**config.mk**
```make
export PLATFORM = sky130hd
export DESIGN_NAME = adccc_top
export DESIGN_NICKNAME = d
export VERILOG_FILES = /design/src/verilog/adccc_pkg.sv /design/src/verilog/adccc_top.sv
export SDC_FILE = /design/constraint.sdc
export NUM_CORES = 1
export LEC_CHECK = 0
export ABC_AREA = 1
export BUFFER_PORTS_ARGS = -buffer_cell sky130_fd_sc_hd__buf_2
export CORE_AREA = 2 2 97 99
export DETAILED_ROUTE_END_ITERATION = 8
export DIE_AREA = 0 0 99 101
export HOLD_SLACK_MARGIN = 0.08
export PLACE_DENSITY = 0.72
export SKIP_CTS_REPAIR_TIMING = 1
export SLEW_MARGIN = 20
export SYNTH_ARGS = -nofsm -noshare
export SYNTH_HDL_FRONTEND = slang
export SYNTH_SLANG_ARGS = --single-unit
```
**constraint.sdc**
```tcl
create_clock -name clk_i -period 1.5 [get_ports clk_i]
set_input_delay 0.3 -clock clk_i [delete_from_list [all_inputs] [get_ports clk_i]]
set_output_delay 0.3 -clock clk_i [all_outputs]
set_load 0.05 [all_outputs]
```
**src/verilog/adccc_pkg.sv**
```systemverilog
// Shared constants for the converter control block
package adccc_pkg;

   ////////////////////////////////////////////////////////////////////////////
   // Register indices; byte address is four times the index
   localparam logic [5:0] IDX_CONTROL = 6'h20;
   localparam logic [5:0] IDX_MODE = 6'h21;
   localparam logic [5:0] IDX_RESULT_HIGH = 6'h22;
   localparam logic [5:0] IDX_RESULT_LOW = 6'h23;
   localparam logic [5:0] IDX_IRQ_STATUS = 6'h24;
   localparam logic [5:0] IDX_IRQ_MASK = 6'h25;

   ////////////////////////////////////////////////////////////////////////////
   // Control register fields
   localparam int CTL_ENABLE_BIT = 7;
   localparam int CTL_PROCESS_BIT = 6;
   localparam int CTL_CHAN_LSB = 2;
   localparam int CTL_CHAN_W = 4;
   localparam logic CTL_ENABLE_RST = 1'b0;
   localparam logic [3:0] CTL_CHAN_RST = 4'h0;
   localparam logic CTL_DONE_RST = 1'b0;

   ////////////////////////////////////////////////////////////////////////////
   // Mode register fields
   localparam int MODE_RES_LSB = 5;
   localparam int MODE_RES_W = 3;
   localparam int MODE_CLK_LSB = 1;
   localparam int MODE_CLK_W = 3;
   localparam logic [2:0] MODE_RES_RST = 3'h0;
   localparam logic [2:0] MODE_CLK_RST = 3'h0;
   localparam logic [2:0] RES_12BIT = 3'h4;

   ////////////////////////////////////////////////////////////////////////////
   // Channel codes
   localparam logic [3:0] CH_PORT_B_LAST = 4'h7;
   localparam logic [3:0] CH_PORT_A_PIN_THREE = 4'h8;
   localparam logic [3:0] CH_PORT_A_PIN_FOUR = 4'h9;
   localparam logic [3:0] CH_BANDGAP = 4'hf;

   ////////////////////////////////////////////////////////////////////////////
   // Result layout and interrupt bits
   localparam int RESULT_W = 12;
   localparam int RES_LOW_NIBBLE_LSB = 4;
   localparam int IRQ_W = 2;
   localparam int IRQ_DONE_BIT = 0;
   localparam int IRQ_REFUSED_BIT = 1;
   localparam logic [1:0] IRQ_RST = 2'h0;

   ////////////////////////////////////////////////////////////////////////////
   // Timing and divider
   localparam int SAMPLE_TICKS = 4;
   localparam int DIV_W = 7;

   typedef enum logic [2:0] {
      ADCCC_IDLE = 3'b001,
      ADCCC_SAMPLE = 3'b010,
      ADCCC_CONVERT = 3'b100
   } adccc_state_t;

endpackage

```
**src/verilog/adccc_top.sv**
```systemverilog
// Converter control: registers, clock divider, channel mux and SAR sequencing
//
// Added by the designer: the Wishbone interface to the registers.
`timescale 1ns/1ps
`default_nettype none

module adccc_top #(
   parameter int SAMPLE_TICKS = adccc_pkg::SAMPLE_TICKS
) (
   input wire logic clk_i,
   input wire logic rst_i,
   input wire logic wb_cyc_i,
   input wire logic wb_stb_i,
   input wire logic wb_we_i,
   input wire logic [7:0] wb_adr_i,
   input wire logic [3:0] wb_sel_i,
   input wire logic [31:0] wb_dat_i,
   output logic [31:0] wb_dat_o,
   output logic wb_ack_o,
   output logic [7:0] port_b_sel_o,
   output logic port_a_pin_three_sel_o,
   output logic port_a_pin_four_sel_o,
   output logic bandgap_sel_o,
   output logic sample_o,
   output logic [11:0] dac_code_o,
   input wire logic cmp_i,
   output logic busy_o,
   output logic irq_o
);

   ////////////////////////////////////////////////////////////////////////////
   // Functions

   // One-hot mask for a result bit position
   function automatic logic [11:0] bit_mask(input logic [3:0] idx);
      bit_mask = 12'h001 << idx;
   endfunction

   // Divider mask: all ones below the chosen power of two
   function automatic logic [6:0] div_mask(input logic [2:0] sel);
      div_mask = 7'(({7'h00, 1'b1} << sel) - 8'h01);
   endfunction

   ////////////////////////////////////////////////////////////////////////////
   // Declarations

   logic enable_ff;
   logic start_req_ff;
   logic done_ff;
   logic [3:0] chan_ff;
   logic [2:0] res_mode_ff;
   logic [2:0] clk_sel_ff;
   logic [11:0] result_ff;
   logic [11:0] code_ff;
   logic [3:0] bit_idx_ff;
   logic [7:0] sample_cnt_ff;
   logic [6:0] div_cnt_ff;
   logic [1:0] irq_status_ff;
   logic [1:0] irq_mask_ff;
   logic ack_ff;
   logic [31:0] rdata_ff;
   adccc_pkg::adccc_state_t state_ff;
   adccc_pkg::adccc_state_t nxt_state;

   logic bus_req;
   logic wr_lane0;
   logic [5:0] reg_idx;
   logic wr_control;
   logic wr_mode;
   logic wr_irq_status;
   logic wr_irq_mask;
   logic conv_tick;
   logic chan_legal;
   logic start_go;
   logic start_refused;
   logic final_bit;
   logic conv_done;
   logic [11:0] final_code;
   logic [1:0] irq_events;

   ////////////////////////////////////////////////////////////////////////////
   // Wishbone classic slave

   // Access taken in the first cycle of stb; ack follows one cycle later
   assign bus_req = wb_cyc_i && wb_stb_i && !ack_ff;
   assign wr_lane0 = bus_req && wb_we_i && wb_sel_i[0];
   assign reg_idx = wb_adr_i[7:2];
   assign wr_control = wr_lane0 && (reg_idx == adccc_pkg::IDX_CONTROL);
   assign wr_mode = wr_lane0 && (reg_idx == adccc_pkg::IDX_MODE);
   assign wr_irq_status = wr_lane0 && (reg_idx == adccc_pkg::IDX_IRQ_STATUS);
   assign wr_irq_mask = wr_lane0 && (reg_idx == adccc_pkg::IDX_IRQ_MASK);

   always_ff @(posedge clk_i) begin
      if (rst_i) begin
         ack_ff <= 1'b0;
      end else begin
         ack_ff <= bus_req;
      end
   end

   assign wb_ack_o = ack_ff;

   // Read data captured with the request; unmapped and write-only read zero
   always_ff @(posedge clk_i) begin
      if (rst_i) begin
         rdata_ff <= 32'h0000_0000;
      end else if (bus_req && !wb_we_i) begin
         rdata_ff <= 32'h0000_0000;
         unique case (reg_idx)
            adccc_pkg::IDX_CONTROL: begin
               rdata_ff[adccc_pkg::CTL_ENABLE_BIT] <= enable_ff;
               rdata_ff[adccc_pkg::CTL_PROCESS_BIT] <= done_ff;
               rdata_ff[adccc_pkg::CTL_CHAN_LSB +: adccc_pkg::CTL_CHAN_W] <= chan_ff;
            end
            adccc_pkg::IDX_RESULT_HIGH: begin
               rdata_ff[7:0] <= result_ff[11:4];
            end
            adccc_pkg::IDX_RESULT_LOW: begin
               rdata_ff[7:adccc_pkg::RES_LOW_NIBBLE_LSB] <= result_ff[3:0];
            end
            adccc_pkg::IDX_IRQ_STATUS: begin
               rdata_ff[adccc_pkg::IRQ_W-1:0] <= irq_status_ff;
            end
            adccc_pkg::IDX_IRQ_MASK: begin
               rdata_ff[adccc_pkg::IRQ_W-1:0] <= irq_mask_ff;
            end
            default: begin
               rdata_ff <= 32'h0000_0000;
            end
         endcase
      end
   end

   assign wb_dat_o = rdata_ff;

   ////////////////////////////////////////////////////////////////////////////
   // Control register

   // Reserved bits 1..0 are dropped on write
   always_ff @(posedge clk_i) begin
      if (rst_i) begin
         enable_ff <= adccc_pkg::CTL_ENABLE_RST;
         chan_ff <= adccc_pkg::CTL_CHAN_RST;
      end else if (wr_control) begin
         enable_ff <= wb_dat_i[adccc_pkg::CTL_ENABLE_BIT];
         chan_ff <= wb_dat_i[adccc_pkg::CTL_CHAN_LSB +: adccc_pkg::CTL_CHAN_W];
      end
   end

   // Software set wins over the self-clear of the same cycle
   always_ff @(posedge clk_i) begin
      if (rst_i) begin
         start_req_ff <= 1'b0;
      end else if (wr_control && wb_dat_i[adccc_pkg::CTL_PROCESS_BIT]) begin
         start_req_ff <= 1'b1;
      end else if (start_go || start_refused) begin
         start_req_ff <= 1'b0;
      end
   end

   ////////////////////////////////////////////////////////////////////////////
   // Mode register, write-only

   always_ff @(posedge clk_i) begin
      if (rst_i) begin
         res_mode_ff <= adccc_pkg::MODE_RES_RST;
         clk_sel_ff <= adccc_pkg::MODE_CLK_RST;
      end else if (wr_mode) begin
         res_mode_ff <= wb_dat_i[adccc_pkg::MODE_RES_LSB +: adccc_pkg::MODE_RES_W];
         clk_sel_ff <= wb_dat_i[adccc_pkg::MODE_CLK_LSB +: adccc_pkg::MODE_CLK_W];
      end
   end

   ////////////////////////////////////////////////////////////////////////////
   // Conversion clock divider

   // Free running so the tick phase never depends on the start write
   always_ff @(posedge clk_i) begin
      if (rst_i) begin
         div_cnt_ff <= 7'h00;
      end else begin
         div_cnt_ff <= div_cnt_ff + 7'h01;
      end
   end

   assign conv_tick = ((div_cnt_ff & div_mask(clk_sel_ff)) == div_mask(clk_sel_ff));

   ////////////////////////////////////////////////////////////////////////////
   // Channel routing

   assign chan_legal = (chan_ff <= adccc_pkg::CH_PORT_A_PIN_FOUR)
                    || (chan_ff == adccc_pkg::CH_BANDGAP);

   // Reserved codes connect nothing
   always_comb begin
      port_b_sel_o = 8'h00;
      if (chan_ff <= adccc_pkg::CH_PORT_B_LAST) begin
         port_b_sel_o = 8'(9'h001 << chan_ff[2:0]);
      end
   end

   assign port_a_pin_three_sel_o = (chan_ff == adccc_pkg::CH_PORT_A_PIN_THREE);
   assign port_a_pin_four_sel_o = (chan_ff == adccc_pkg::CH_PORT_A_PIN_FOUR);
   assign bandgap_sel_o = (chan_ff == adccc_pkg::CH_BANDGAP);

   ////////////////////////////////////////////////////////////////////////////
   // Start decision

   // Only a legal channel and the 12-bit resolution may convert
   assign start_go = (state_ff == adccc_pkg::ADCCC_IDLE) && start_req_ff && enable_ff
                  && chan_legal && (res_mode_ff == adccc_pkg::RES_12BIT);
   assign start_refused = (state_ff == adccc_pkg::ADCCC_IDLE) && start_req_ff
                       && !start_go;

   ////////////////////////////////////////////////////////////////////////////
   // Sequencer

   assign final_bit = (bit_idx_ff == 4'h0);
   assign conv_done = (state_ff == adccc_pkg::ADCCC_CONVERT) && conv_tick && final_bit;
   assign final_code = cmp_i ? code_ff : (code_ff & ~bit_mask(bit_idx_ff));

   always_comb begin
      nxt_state = state_ff;
      unique case (state_ff)
         adccc_pkg::ADCCC_IDLE: begin
            if (start_go) begin
               nxt_state = adccc_pkg::ADCCC_SAMPLE;
            end
         end
         adccc_pkg::ADCCC_SAMPLE: begin
            if (!enable_ff) begin
               nxt_state = adccc_pkg::ADCCC_IDLE;
            end else if (conv_tick && (sample_cnt_ff == 8'(SAMPLE_TICKS - 1))) begin
               nxt_state = adccc_pkg::ADCCC_CONVERT;
            end
         end
         adccc_pkg::ADCCC_CONVERT: begin
            if (!enable_ff || conv_done) begin
               nxt_state = adccc_pkg::ADCCC_IDLE;
            end
         end
         default: begin
            nxt_state = adccc_pkg::ADCCC_IDLE;
         end
      endcase
   end

   always_ff @(posedge clk_i) begin
      if (rst_i) begin
         state_ff <= adccc_pkg::ADCCC_IDLE;
      end else begin
         state_ff <= nxt_state;
      end
   end

   // Sampling period in conversion clock ticks
   always_ff @(posedge clk_i) begin
      if (rst_i) begin
         sample_cnt_ff <= 8'h00;
      end else if (state_ff != adccc_pkg::ADCCC_SAMPLE) begin
         sample_cnt_ff <= 8'h00;
      end else if (conv_tick) begin
         sample_cnt_ff <= sample_cnt_ff + 8'h01;
      end
   end

   // Successive approximation from the top bit down
   always_ff @(posedge clk_i) begin
      if (rst_i) begin
         code_ff <= 12'h000;
         bit_idx_ff <= 4'h0;
      end else if (state_ff == adccc_pkg::ADCCC_SAMPLE) begin
         code_ff <= bit_mask(4'hb);
         bit_idx_ff <= 4'hb;
      end else if ((state_ff == adccc_pkg::ADCCC_CONVERT) && conv_tick && !final_bit) begin
         code_ff <= final_code | bit_mask(bit_idx_ff - 4'h1);
         bit_idx_ff <= bit_idx_ff - 4'h1;
      end
   end

   // Result and done change in one edge so no torn read is possible
   always_ff @(posedge clk_i) begin
      if (rst_i) begin
         result_ff <= 12'h000;
         done_ff <= adccc_pkg::CTL_DONE_RST;
      end else if (conv_done && enable_ff) begin
         result_ff <= final_code;
         done_ff <= 1'b1;
      end else if (start_go) begin
         done_ff <= 1'b0;
      end
   end

   assign sample_o = (state_ff == adccc_pkg::ADCCC_SAMPLE);
   assign dac_code_o = code_ff;
   assign busy_o = (state_ff != adccc_pkg::ADCCC_IDLE);

   ////////////////////////////////////////////////////////////////////////////
   // Interrupts

   always_comb begin
      irq_events = 2'h0;
      irq_events[adccc_pkg::IRQ_DONE_BIT] = conv_done && enable_ff;
      irq_events[adccc_pkg::IRQ_REFUSED_BIT] = start_refused;
   end

   // Write one clears; a new event in the same cycle wins
   always_ff @(posedge clk_i) begin
      if (rst_i) begin
         irq_status_ff <= adccc_pkg::IRQ_RST;
      end else if (wr_irq_status) begin
         irq_status_ff <= (irq_status_ff & ~wb_dat_i[adccc_pkg::IRQ_W-1:0]) | irq_events;
      end else begin
         irq_status_ff <= irq_status_ff | irq_events;
      end
   end

   always_ff @(posedge clk_i) begin
      if (rst_i) begin
         irq_mask_ff <= adccc_pkg::IRQ_RST;
      end else if (wr_irq_mask) begin
         irq_mask_ff <= wb_dat_i[adccc_pkg::IRQ_W-1:0];
      end
   end

   assign irq_o = |(irq_status_ff & irq_mask_ff);

endmodule // adccc_top

`default_nettype wire

```
==> summary.txt <==
fin. max-slew vios -> 0
vias per cell -> 5.001
synthesis-to-finish area growth -> 35.00%
Die Span Y -> 101 um
Worst EP required -> 1.79 ns
post-route ant nets -> 0
EDFF count, synth -> 0
HP Class -> in2reg
H-tree depth -> 3
async set-reset flop share out of synthesis -> 0%
DRC viols -> 0
FMAX -> 644.4 MHz
Seq/Total Area, Yosys -> 36.65%
full die area -> 9999 sq um
critical path arrival -> 1.84 ns
CP max FO -> 6
FF/Latch Area -> 1468 sq um
setup TNS -> -0.4676 ns
Yosys top cell area share -> 36.65%
RSZ-0062 raised after global routing -> yes
Ys Warns -> 0
Crit. Startpoint -> clk_sel_ff[1]$_SDFFE_PP0P_
Syn Inst Count -> 581
overall die width -> 99 um
outcome -> finished with violations
ranking of synthesized cells by area -> dfxtp_1 37%, nand2_1 13%, inv_1 7.7%, nor2_1 7.3%, a21oi_1 5.9%
max cap viols -> 0
io pins -> 109
Pwr Density -> 784.0 nW/um^2
vias in the first global route -> 3665
PortBufs -> 55
largest net degree at the start of global routing -> 22
GP Congestion -> 0.8786
Crit. End Element -> flip-flop
total gr overflow -> 0
Final WS setup -> -0.05175 ns
Yosys reg bits -> 72
worst slack, placed -> -0.05332 ns
syn_area_per_cell -> 6.769 sq um
footprint of the multi-input gates -> 2286 sq um
vias post-DR -> 4026
CP Class -> reg2reg
Hold Startpoint -> wb_dat_i[0]
GRT Overall Usage -> 19.33%
worst-case vdd ir drop -> 0.6062 mV
CTS root buf -> clkbuf_8
Synth area leader -> dfxtp_1
CTS tree -> built
final WL -> 10.71 mm
most numerous cell in the Yosys netlist -> nand2_1
final worst path period share -> 103.4%
share of cells above drive strength 1 -> 32.85%
count of cell types in the netlist -> 42
first-iteration detailed-routing DRC count -> 225
Final #Nets -> 748
starting density of the core -> 43.80%
Worst Clk Skew -> 0.01120 ns
first-pass GRT wire length -> 15.79 mm
startpoint types -> flip-flop
minimum clock period -> 1.552 ns
DPL Wire Length -> 7.263 mm
final hold violation count -> 0
clock sinks -> 72
fillers -> 791
CTS Buffer Depth -> 2
Synth Flop Type -> dfxtp_1
Hold WS -> 0.2182 ns
flop2flop setup slack -> -0.05 ns
drt wl/cell -> 13.30 um
CTS Buf Count -> 9
Clock transition at path regs -> 0.08 ns
clk_lat worst skew -> 0.35 ns
DR pass1 iterations -> 5
Setup violations, final -> 20
Syn Std Cell Area -> 3933 sq um
most common library cells after synthesis -> 138 x nand2_1, 81 x inv_1, 76 x nor2_1
initial antenna violation count -> 0
failing checks -> negative setup slack
antenna cells -> 0
Core Box Area -> 8977 sq um
P_leak -> 0.002410 uW
Rows -> 35
reg-to-reg startpoint -> clk_sel_ff[1]$_SDFFE_PP0P_
==> state kept, by name, indices dropped and copies added (netlist names), 3 cells and up <==
register       cells
result_ff         12
sample_cnt_ff      8
chan_ff            4
dac_code_o        12
res_mode_ff        3
wb_dat_o           8
bit_idx_ff         4
div_cnt_ff         7
state_ff           3
clk_sel_ff         3
==> power breakdown <==
group / internal [uW] / total, uW / switching, uW
registers: 1920 / 1930 / 15.9
logic: 91.6 / 381 / 289
clock network: 1100 / 1850 / 747
total: 3110 / 4160 / 1050
==> layout by cell type, fill, tap and decap left out, types with 3 or more instances in the layout <==
cell / netlist / final
a21oi_1: 46 / 43
a21oi_2: 0 / 3
buf_2: 1 / 42
buf_4: 25 / 53
buf_6: 4 / 13
buf_8: 0 / 3
bufinv_16: 0 / 3
clkbuf_8: 0 / 9
conb_1: 1 / 24
dfxtp_1: 72 / 59
dfxtp_2: 0 / 9
dfxtp_4: 0 / 4
ha_1: 8 / 4
ha_2: 0 / 3
inv_1: 81 / 70
inv_2: 3 / 7
inv_4: 0 / 5
nand2_1: 138 / 116
nand2_2: 1 / 14
nand2_4: 0 / 9
nand3_1: 21 / 18
nand3_2: 1 / 3
nand3_4: 2 / 3
nand4_1: 6 / 6
nor2_1: 76 / 57
nor2_2: 1 / 15
nor2_4: 0 / 5
nor3_1: 14 / 12
nor3_2: 5 / 5
nor3_4: 1 / 3
o211ai_1: 3 / 3
o21ai_0: 27 / 22
o21ai_1: 5 / 7
o21ai_2: 0 / 3
o21bai_1: 3 / 3
o22ai_1: 5 / 5
o31ai_1: 5 / 3
xor2_1: 3 / 3
==> area by class of cell <==
| cell class | count | share of cell area, % |
|---|---|---|
| clock buffer | 10 | 2.404 |
| clock inverter | 5 | 2.003 |
| inverter | 84 | 6.363 |
| multi-input combinational | 410 | 43.06 |
| sequential | 72 | 27.65 |
| tap | 111 | 2.616 |
| timing repair buffer | 113 | 15.91 |
==> critical path, cell delays in order, from the launching register on <==
cell       delay (ns)
dfxtp_4          0.37
nor2_4           0.12
nor2_2           0.05
nand2_1          0.07
nand3_2          0.12
nor2_8           0.19
nand4_4          0.16
clkbuf_16        0.22
nand2_1          0.06
nand2_1          0.04
nor2_1           0.09
==> per-stage QoR <==
stage	util (%)	power [uW]	instances	cell area, sq um
global route	59.14	4314	805	5309
floorplan	-	2295	604	4074
global placement	51.01	2339	780	4579
detailed placement	51.01	2345	780	4579
finish	59.14	4162	805	5309
CTS	53.62	4177	795	4813
==> cell families (layout without fill, tap and decap cells) <==
group                    count (synthesis)  count (layout)  synth area share (%)
AO/OA/AOI/OAI                           98              98                 13.62
XOR/XNOR                                 4               4                0.8910
adder cells (fa/ha/maj)                  8               8                 2.545
buffers and inverters                  122             212                 14.83
flip-flops                              72              72                 36.65
other                                    1              24               0.09536
AND/OR/NAND/NOR                        276             276                 31.37
==> worst paths after layout <==
| path | cells after the start | end |
|---|---|---|
| worst min-delay path | 3 | irq_mask_ff[0]$_SDFFE_PP0P_ |
| worst min register to register | 2 | wb_dat_o[6]$_SDFFE_PP0P_ |
| worst max-delay path | 10 | result_ff[4]$_SDFFE_PP0P_ |
| worst max register to register | 10 | result_ff[4]$_SDFFE_PP0P_ |
==> metal layers <==
metal / share of wire [%] / up-vias / wire length, um / track usage (%)
met5: 0 / - / 0 / 0
met4: 2.2 / 0 / 238 / 7.798
met3: 3.7 / 27 / 393 / 2.219
met2: 51 / 112 / 5503 / 35.14
met1: 43 / 1862 / 4573 / 23.17
li1: - / 2025 / - / -
Note: power is estimated with default switching activity, not from simulation.
